### src/hw/drt_pkg.sv
// drt_pkg: offsets, field positions, reset values and carriers of the
// two-channel reload timer.
// assumes an 8-bit on-chip I/O space with one-cycle read/write strobes.
package drt_pkg;
    // ========================================
    // register offsets, index [1] is channel 1
    localparam logic [1:0][7:0] OFS_CNT_LO = {8'h14, 8'h0c};
    localparam logic [1:0][7:0] OFS_CNT_HI = {8'h15, 8'h0d};
    localparam logic [1:0][7:0] OFS_RLD_LO = {8'h16, 8'h0e};
    localparam logic [1:0][7:0] OFS_RLD_HI = {8'h17, 8'h0f};
    localparam logic [7:0] OFS_TIMER_CONTROL = 8'h10;
    // ========================================
    // timer_control field positions
    localparam int POS_ZERO_FLAG = 6;
    localparam int POS_IRQ_ENABLE = 4;
    localparam int POS_OUT_CTRL = 2;
    localparam int POS_COUNT_ENABLE = 0;
    // ========================================
    // out_ctrl_hi/out_ctrl_lo codes
    localparam logic [1:0] OUT_ADDR = 2'h0;
    localparam logic [1:0] OUT_TOGGLE = 2'h1;
    localparam logic [1:0] OUT_LOW = 2'h2;
    localparam logic [1:0] OUT_HIGH = 2'h3;
    // ========================================
    // values after reset
    localparam logic [7:0] CTRL_RST = 8'h00;
    localparam logic [15:0] CNT_RST = 16'hffff;
    localparam logic [7:0] RDATA_RST = 8'h00;
    localparam int PRESCALE_DEF = 20;
    // ========================================
    // carriers between control and channel
    typedef struct packed {
        logic wr_cnt_lo;
        logic wr_cnt_hi;
        logic wr_rld_lo;
        logic wr_rld_hi;
        logic rd_cnt_lo;
        logic rd_cnt_hi;
        logic [7:0] wdata;
    } drt_chan_cmd_t;
    typedef struct packed {
        logic [15:0] count;
        logic [15:0] reload;
        logic [7:0] hi_view;
        logic zero;
    } drt_chan_stat_t;
endpackage

### src/hw/drt_chan.sv
// drt_chan: one 16-bit down counter with its reload register and the
// high-byte snapshot for coherent reads.
// assumes decoded byte strobes and a one-cycle tick from the parent.
`timescale 1ns/10ps
module drt_chan (
    input wire logic clk_in,                      // system clock
    input wire logic rstn_in,                     // sync reset, low
    input wire logic tick_in,                     // prescaled tick
    input wire logic enable_in,                   // count_enable bit
    input wire drt_pkg::drt_chan_cmd_t cmd_in,    // byte strobes
    output drt_pkg::drt_chan_stat_t stat_out      // channel state
);
    typedef struct packed {
        logic [15:0] count;
        logic [15:0] reload;
        logic [7:0] hi_latch;
        logic latched;
        logic zero;
    } drt_chan_state_t;
    drt_chan_state_t st;
    drt_chan_state_t next_st;

    // ========================================
    // counting, reload and byte access
    always_comb begin
        next_st = st;
        next_st.zero = 1'b0;
        if (tick_in && enable_in) begin // RULE6 RULE14
            if (st.count == 16'h0000) begin
                next_st.count = st.reload; // RULE12
            end else begin
                next_st.count = st.count - 16'h0001;
                next_st.zero = (st.count == 16'h0001); // RULE1
            end
        end
        // software writes win over a coincident tick
        if (cmd_in.wr_cnt_lo) begin // RULE13
            next_st.count[7:0] = cmd_in.wdata;
        end
        if (cmd_in.wr_cnt_hi) begin
            next_st.count[15:8] = cmd_in.wdata;
        end
        if (cmd_in.wr_rld_lo) begin
            next_st.reload[7:0] = cmd_in.wdata;
        end
        if (cmd_in.wr_rld_hi) begin
            next_st.reload[15:8] = cmd_in.wdata;
        end
        if (cmd_in.rd_cnt_lo) begin // RULE8
            next_st.hi_latch = st.count[15:8];
            next_st.latched = 1'b1;
        end
        if (cmd_in.rd_cnt_hi || cmd_in.wr_cnt_hi) begin
            next_st.latched = 1'b0;
        end
    end

    always_ff @(posedge clk_in) begin
        if (!rstn_in) begin // RULE7
            st <= '{count: drt_pkg::CNT_RST, reload: drt_pkg::CNT_RST,
                    hi_latch: 8'h00, latched: 1'b0, zero: 1'b0};
        end else begin
            st <= next_st;
        end
    end

    // high byte comes from the snapshot only after a low-byte read
    assign stat_out = '{count: st.count, reload: st.reload,
                        hi_view: st.latched ? st.hi_latch : st.count[15:8],
                        zero: st.zero};
endmodule // drt_chan

### src/hw/drt_top.sv
// drt_top: timer_control register, I/O decode, prescaler, flags,
// interrupt requests and the shared address/timer output pin.
// assumes the cpu gives one-cycle rd/wr strobes on the on-chip I/O bus.
// Operation
// RULE1 - zero reach sets channel zero flag
// RULE2 - flag and enable raise interrupt request
// RULE3 - flag clears after control then count read
// RULE4 - output field selects address, toggle, low, high
// RULE5 - toggle mode inverts pin on channel1 zero
// RULE6 - count only while count enable set
// RULE7 - reset clears control, counts and reloads ones
// RULE8 - low read snapshots high byte
// RULE9 - software avoids reload during reload writes
// RULE10 - software updates reload before next underflow
// RULE11 - pin follows programmed value before first zero
// RULE12 - zero count reloads from reload register
// RULE13 - 16-bit registers accessed as two bytes
// RULE14 - decrement once per prescaled tick
`timescale 1ns/10ps
module drt_top #(
    parameter int PRESCALE = drt_pkg::PRESCALE_DEF
) (
    input wire logic clk_in,            // 250 MHz system clock
    input wire logic rstn_in,           // sync reset, low
    input wire logic [7:0] io_addr_in,  // on-chip I/O address
    input wire logic io_rd_in,          // read strobe, one cycle
    input wire logic io_wr_in,          // write strobe, one cycle
    input wire logic [7:0] io_wdata_in, // write data
    input wire logic addr_bit_in,       // cpu address bit for the pin
    output logic [7:0] io_rdata_out,    // read data, cycle after strobe
    output logic irq_ch0_out,           // channel 0 request, high
    output logic irq_ch1_out,           // channel 1 request, high
    output logic addr_or_timer_out_pin_out // shared pin level
);
    localparam int PRE_W = (PRESCALE > 1) ? $clog2(PRESCALE) : 1;
    localparam logic [PRE_W-1:0] PRE_LAST = PRE_W'(PRESCALE - 1);

    typedef struct packed {
        logic [1:0] zf;
        logic [1:0] ie;
        logic [1:0] oc;
        logic [1:0] ce;
        logic [1:0] armed;
        logic toggle;
        logic tick;
        logic [PRE_W-1:0] pre_cnt;
        logic [7:0] rdata;
        logic [1:0] irq;
        logic pin;
    } drt_top_state_t;
    drt_top_state_t st;
    drt_top_state_t next_st;
    drt_pkg::drt_chan_cmd_t cmd [2];
    drt_pkg::drt_chan_stat_t stat [2];
    logic wr_ctrl;
    logic rd_ctrl;

    function automatic logic hit(input logic [7:0] a, input logic [7:0] ofs);
        hit = (a == ofs);
    endfunction

    // ========================================
    // decode and channels
    assign wr_ctrl = io_wr_in && hit(io_addr_in, drt_pkg::OFS_TIMER_CONTROL);
    assign rd_ctrl = io_rd_in && hit(io_addr_in, drt_pkg::OFS_TIMER_CONTROL);

    for (genvar ch = 0; ch < 2; ch++) begin : g_ch
        assign cmd[ch] = '{
            wr_cnt_lo: io_wr_in && hit(io_addr_in, drt_pkg::OFS_CNT_LO[ch]),
            wr_cnt_hi: io_wr_in && hit(io_addr_in, drt_pkg::OFS_CNT_HI[ch]),
            wr_rld_lo: io_wr_in && hit(io_addr_in, drt_pkg::OFS_RLD_LO[ch]),
            wr_rld_hi: io_wr_in && hit(io_addr_in, drt_pkg::OFS_RLD_HI[ch]),
            rd_cnt_lo: io_rd_in && hit(io_addr_in, drt_pkg::OFS_CNT_LO[ch]),
            rd_cnt_hi: io_rd_in && hit(io_addr_in, drt_pkg::OFS_CNT_HI[ch]),
            wdata: io_wdata_in};
        drt_chan i_drt_chan (
            .clk_in(clk_in),
            .rstn_in(rstn_in),
            .tick_in(st.tick),
            .enable_in(st.ce[ch]),
            .cmd_in(cmd[ch]),
            .stat_out(stat[ch])
        );
    end

    // ========================================
    // control, flags, pin and read data
    always_comb begin
        next_st = st;
        // single-cycle tick from the divider keeps one clock domain
        next_st.tick = (st.pre_cnt == PRE_LAST); // RULE14
        next_st.pre_cnt = next_st.tick ? '0 : st.pre_cnt + 1'b1;
        if (wr_ctrl) begin
            next_st.ie = io_wdata_in[drt_pkg::POS_IRQ_ENABLE +: 2];
            next_st.oc = io_wdata_in[drt_pkg::POS_OUT_CTRL +: 2]; // RULE4
            next_st.ce = io_wdata_in[drt_pkg::POS_COUNT_ENABLE +: 2]; // RULE6
            // forced level seeds the toggle so switching modes is glitch free
            if (next_st.oc == drt_pkg::OUT_LOW) begin // RULE11
                next_st.toggle = 1'b0;
            end else if (next_st.oc == drt_pkg::OUT_HIGH) begin
                next_st.toggle = 1'b1;
            end
        end
        if (rd_ctrl) begin
            next_st.armed = st.zf; // RULE3
        end
        for (int ch = 0; ch < 2; ch++) begin
            if ((cmd[ch].rd_cnt_lo || cmd[ch].rd_cnt_hi) && st.armed[ch]) begin // RULE3
                next_st.zf[ch] = 1'b0;
                next_st.armed[ch] = 1'b0;
            end
            // a zero event in the clearing cycle is kept
            if (stat[ch].zero) begin // RULE1
                next_st.zf[ch] = 1'b1;
            end
        end
        if (stat[1].zero && next_st.oc == drt_pkg::OUT_TOGGLE) begin // RULE5
            next_st.toggle = ~st.toggle;
        end
        next_st.irq = next_st.zf & next_st.ie; // RULE2
        case (next_st.oc) // RULE4
            drt_pkg::OUT_ADDR: next_st.pin = addr_bit_in;
            drt_pkg::OUT_LOW: next_st.pin = 1'b0;
            drt_pkg::OUT_HIGH: next_st.pin = 1'b1;
            default: next_st.pin = next_st.toggle;
        endcase
        if (io_rd_in) begin
            if (rd_ctrl) begin
                next_st.rdata = {st.zf, st.ie, st.oc, st.ce};
            end else if (cmd[0].rd_cnt_lo) begin // RULE13
                next_st.rdata = stat[0].count[7:0];
            end else if (cmd[0].rd_cnt_hi) begin // RULE8
                next_st.rdata = stat[0].hi_view;
            end else if (cmd[1].rd_cnt_lo) begin
                next_st.rdata = stat[1].count[7:0];
            end else if (cmd[1].rd_cnt_hi) begin
                next_st.rdata = stat[1].hi_view;
            end else if (hit(io_addr_in, drt_pkg::OFS_RLD_LO[0])) begin
                next_st.rdata = stat[0].reload[7:0];
            end else if (hit(io_addr_in, drt_pkg::OFS_RLD_HI[0])) begin
                next_st.rdata = stat[0].reload[15:8];
            end else if (hit(io_addr_in, drt_pkg::OFS_RLD_LO[1])) begin
                next_st.rdata = stat[1].reload[7:0];
            end else if (hit(io_addr_in, drt_pkg::OFS_RLD_HI[1])) begin
                next_st.rdata = stat[1].reload[15:8];
            end else begin
                next_st.rdata = drt_pkg::RDATA_RST;
            end
        end
    end

    always_ff @(posedge clk_in) begin
        if (!rstn_in) begin // RULE7
            st <= '0;
        end else begin
            st <= next_st;
        end
    end

    assign io_rdata_out = st.rdata;
    assign irq_ch0_out = st.irq[0];
    assign irq_ch1_out = st.irq[1];
    // pin lags the cpu address bit by one flop
    assign addr_or_timer_out_pin_out = st.pin;
endmodule // drt_top

### config.mk
export PLATFORM = sky130hd
export DESIGN_NAME = drt_top
export DESIGN_NICKNAME = d
export VERILOG_FILES = /design/src/hw/drt_pkg.sv /design/src/hw/drt_chan.sv /design/src/hw/drt_top.sv
export SDC_FILE = /design/constraint.sdc
export NUM_CORES = 1
export LEC_CHECK = 0
export ABC_AREA = 0
export BUFFER_PORTS_ARGS = -buffer_cell sky130_fd_sc_hd__buf_2
export CAP_MARGIN = 20
export CORE_ASPECT_RATIO = 0.5
export CORE_MARGIN = 5
export CORE_UTILIZATION = 41
export DETAILED_ROUTE_END_ITERATION = 6
export SKIP_CTS_REPAIR_TIMING = 1
export SLEW_MARGIN = 10
export SYNTH_ARGS = -nofsm -noshare
export SYNTH_HDL_FRONTEND = slang
export SYNTH_HIERARCHICAL = 1
export SYNTH_SLANG_ARGS = --single-unit
### constraint.sdc
create_clock -name clk_in -period 2.5 [get_ports clk_in]
set_clock_uncertainty 0.2 [all_clocks]
set_input_delay 0 -clock clk_in [delete_from_list [all_inputs] [get_ports clk_in]]
set_output_delay 0 -clock clk_in [all_outputs]
set_load 0.005 [all_outputs]
== Word-level counts from Yosys, hierarchy flattened ==
Index checks and enable logic that the tools add are counted.

* Bits in registers: 112
* Bits of input ports: 21
* Output and inout port bits: 11
* Word-level logic and storage cells: 117

* Add/sub/neg operators: 3
* Equal/unequal tests: 17
* Mux-type cells: 29
* Bitwise gates (word level): 5
* Reduce and logical (&&, ||, !) cells: 37

{| class="wikitable"
|+ Operators by type and width
! kind !! count
|-
| $mux W8 || 15
|-
| $mux W16 || 4
|-
| $eq A8 B5 Y1 const B || 5
|-
| $eq A16 B1 Y1 const B || 2
|-
| $eq A8 B4 Y1 const B || 4
|-
| $logic_not A16 Y1 || 2
|-
| $sub A16 B1 Y16 const B || 2
|-
| $logic_and A1 B1 Y1 || 19
|-
| $reduce_or A2 Y1 || 5
|-
| $eq A2 B2 Y1 const B || 4
|-
| $mux W1 || 8
|-
| $reduce_bool A2 Y1 || 4
|-
| $mux W6 || 1
|-
| $reduce_or A3 Y1 || 2
|-
| $add A5 B1 Y5 const B || 1
|-
| $eq A5 B5 Y1 const B || 1
|-
| $logic_or A1 B1 Y1 || 4
|-
| $not A1 Y1 || 4
|-
| $pmux W1 S3 || 1
|-
| $and A2 B2 Y2 || 1
|-
| $eq A2 B1 Y1 const B || 1
|-
| $logic_not A2 Y1 || 1
|}

== Longest topological paths before layout ==
* Word-level depth: 10
* Depth in mapped cells: 10
* Mapped depth without buffers: 7

== Hierarchy ==
Netlist, hierarchy kept.

{| class="wikitable"
|+ Modules (own cells, without submodules)
! module !! times used !! cells an instance !! area each (um2) !! seq. area each (um2)
|-
| drt_chan || 2 || 288 || 2,469.9 || 840.8
|-
| drt_top || 1 || 282 || 2,149.6 || 560.5
|}

== Least setup slack after synthesis ==
No wires, ideal clock.

* Path type: input -> register
* Start point: input io_addr_in[5]
* End point: register g_ch[0].i_drt_chan.st (netlist bit g_ch[0].i_drt_chan/stat_out[29])
* Setup time: 0.150 ns
* Arrival: 1.760 ns
* Required time: 2.150 ns
* Setup slack: 0.390 ns
* Cell stages on the path: 8
* Buffers on the path: 4
* Path through: or4b_4 buf_6 nor2_8 buf_6 and3_1 buf_1 clkbuf_1 o2111ai_1

{| class="wikitable"
|+ RTL lines
! what !! line !! RTL
|-
| from (decl) || drt_top.sv:25 || <nowiki>input wire logic [7:0] io_addr_in,</nowiki>
|-
| to (signal assigned) || drt_chan.sv:60 || <nowiki>st <= '{count: drt_pkg::CNT_RST, reload: drt_pkg::CNT_RST,</nowiki>
|-
| to (signal assigned) || drt_chan.sv:63 || <nowiki>st <= next_st;</nowiki>
|-
| to (decl) || drt_chan.sv:20 || <nowiki>drt_chan_state_t st;</nowiki>
|}

== Final worst setup path ==
* Start point: register g_ch[0].i_drt_chan.st (netlist bit g_ch[0].i_drt_chan/stat_out[26])
* End point: register g_ch[0].i_drt_chan.st (netlist bit g_ch[0].i_drt_chan/stat_out[32])

* Longest elaborated chain between the ends: 4
* Elaborated cells between the ends (all ways): 5
* Those cells by class: add/sub (1); mux (3); reduce/logical (1)

{| class="wikitable"
|+ Ends and longest elaborated chain
! what !! line !! RTL
|-
| $sub A16 B1 Y16 or $logic_not A16 Y1 (tied branches) || drt_chan.sv:32, drt_chan.sv:29 ||
|-
| $mux W16 (*) || drt_chan.sv:29 || <nowiki>if (st.count == 16'h0000) begin</nowiki>
|-
| $mux W16 (*) || drt_chan.sv:28 || <nowiki>if (tick_in && enable_in) begin</nowiki>
|-
| $mux W8 (*) || drt_chan.sv:37 || <nowiki>if (cmd_in.wr_cnt_lo) begin</nowiki>
|}

Mark *: on every way between the ends. The rest lies on a longest branch, timed or not. The select of a mux whose other input is x is not followed.
A chain may end at the register's enable or synchronous reset.

==> metrics.md <==
| Metric | Value |
|---|---|
| Core Rows | 33 |
| Vias per std cell | approximately 5.8 |
| Met2 routed WL | 8820 um |
| Core area | 16500 um2 |
| Layout area overhead | 6.79% |
| Avg Inst Size Synth | just over 8 um2 |
| Hold path depth | 5 |
| Worst Hold Launch | io_addr_in[2] |
| Clk_lat worst skew | 0.36 ns |
| DP HPWL | 14900 um |
| Max-slew violations | 0 |
| RePlAce Congestion | ~0.92 |
| Most frequent cells in the layout | nand2_1 (123), dfxtp_1 (112), nor2_1 (71) |
| Number of global-route vias before repair | around 5500 |
| Largest net degree at the start of global routing | 73 |
| CP max FO | 20 |
| Slowest CP cell | dfxtp_1 |
| Post-route ant nets | 0 |
| Final min period | approximately 2.1 ns |
| Final Hold Viols | 1 |
| Crit Path Class | flop to flop |
| CP Launch Type | flop |
| IO Pins | 32 |
| Cell count after synthesis | between 800 and 900 |
| Diode count | 0 |
| TritonCTS clock tree | done |
| Gr usage total | 0.205 |
| Worst EP required | 2.54 ns |
| First drt pass iteration count | 5 |
| Worst Tran Pin Value | slightly above 0.6 ns |
| CTS H-tree lvls | 3 |
| Fmax | 0.466 GHz |
| Crit. End Element | flop |
| Mapped Area | 6970 um2 |
| # nets final | ~850 |
| Root Buffer | clkbuf_16 |
| Port buffer count | 31 |
| Most common cell after layout, fill and taps aside | nand2_1 |
| Setup TNS Final | 0 ns |
| Reg-to-reg setup timing slack | roughly 0.35 ns |
| Power Density | between 400 and 500 nW/um2 |
| HP Class | input pin to flop |
| Layout Cells excl Fill | ~1100 |
| Hold slack | -0.00213 ns |
| Tcrit/Tclk final | 0.858 |
| Failing checks | hold timing |
| RSZ-0062 raised after global routing | false |
| Layout cell share with drive strength beyond 1 | 0.162 |
| Met3 WL post-DR | 1360 um |
| CTS Buf Count | 9 |
| GRT overflow | 0 |
| M1 wire length | around 9900 um |
| Hold endpoint | io_rdata_out[3] |
| Origin of the critical flop-to-flop path | g_ch[0].i_drt_chan/stat_out[26] |
| Final setup viols | 0 |
| WP data arrival | 2.18 ns |
| Clock sink count | 112 |
| FF-to-FF End | g_ch[0].i_drt_chan/stat_out[32] |
| Slowest stage delay, CP | 0.39 ns |
| Initial Util | 0.422 |
| Outcome | finished with violations |
| Highest Signal Layer | met4 |
| DRC viols | 0 |
| Die H | 102 um |
| DR iter-0 viols | ~630 |
| Via count | just over 6000 |
| Die area | 19900 um2 |
| Slew margin rel. | 0.587 |
| Synth Net Count | a little under 900 |
| Leakage | around 2.8 nW |
| Die X-Extent | just under 200 um |
| First-pass GRT wire length | ~32000 um |
| Reg2reg path depth | 8 |
| Detailed Route WL | a little over 20000 um |
| Worst vdd ir | 321 uV |
| Pre-CTS WS | ~0.37 ns |
| Maximum clock path buffer count | 2 |
| Max_cap viols | 0 |
| Setup slack after layout | between 0.3 and 0.4 ns |
| Clock transition at path regs | ~0.080 ns |
| WL/cell | 19.5 um |
| Yosys synthesis warning count | 6 |
| Placed cell count | around 1000 |
| Initial antenna violation count | 0 |
| Critical path, cell by cell | inv_1, ha_1, nor4b_1, nand4_1, buf_4, o21a_1, o21ai_1, o2111ai_1 |
-- worst max-delay path: cells and delay by family (launching register included) --
family	cells	cell delay [ns]
flops	1	0.39
compound gates	3	0.36
fa+ha+maj	1	0.16
simple gates	2	0.53
buf+inv	2	0.36
-- where the power goes --
part	internal (W)	switching, W	total, W
combinational	0.0000919	0.000161	0.000253
clock	0.000706	0.000745	0.00145
sequential	0.00179	0.0000106	0.00181
total	0.00259	0.000916	0.00351
-- stage by stage --
| step | power, W | instance area [um2] | utilization | hold WS, ns |
|---|---|---|---|---|
| 2_1_floorplan | 0.00198 | 6970 | - | -0.0725 |
| 5_1_grt | 0.00363 | 7440 | 0.451 | 0.0736 |
| 3_5_place_dp | 0.00208 | 7020 | 0.425 | 0.150 |
| 6_report | 0.00351 | 7440 | 0.451 | -0.00213 |
| 3_3_place_gp | 0.00208 | 7020 | 0.425 | 0.152 |
| 4_1_cts | 0.00353 | 7310 | 0.443 | -0.217 |
-- area by class of cell --
| type | count | area (um2) |
|---|---|---|
| fillers | 1659 | 9070 |
| multi-input cells | 607 | 4010 |
| flip-flops and latches | 112 | 2240 |
| repair buffers | 81 | 576 |
| well taps | 227 | 284 |
| clock buffers | 9 | 225 |
| clock inverters | 7 | 71.3 |
| inverters | 10 | 38.8 |
-- registers in the layout, summed over array words and instances, names as in the netlist --
signal,flops
g_ch.i_drt_chan/stat_out,66
g_ch.i_drt_chan/st,18
st,17
io_rdata_out,8
addr_or_timer_out_pin_out,1
irq_ch0_out,1
irq_ch1_out,1
-- worst max-delay path by stage --
stage | from | to | slack, ns
after floorplan | io_addr_in[5] | g_ch[0].i_drt_chan/stat_out[29] | 0.39
after global placement | io_addr_in[5] | io_rdata_out[1] | 0.40
final | g_ch[0].i_drt_chan/stat_out[26] | g_ch[0].i_drt_chan/stat_out[32] | 0.35
after CTS | g_ch[0].i_drt_chan/stat_out[26] | g_ch[0].i_drt_chan/stat_out[32] | 0.39
after global routing | g_ch[0].i_drt_chan/stat_out[26] | g_ch[0].i_drt_chan/stat_out[32] | 0.23
after detailed placement | io_addr_in[5] | g_ch[0].i_drt_chan/st[1] | 0.37
-- metal layers --
metal	global-route usage	up-vias
met4	0.0664	0
met5	0	-
li1	-	2925
met3	0.0359	33
met1	0.295	2901
met2	0.313	204
Power figures use the tool's default switching activity.
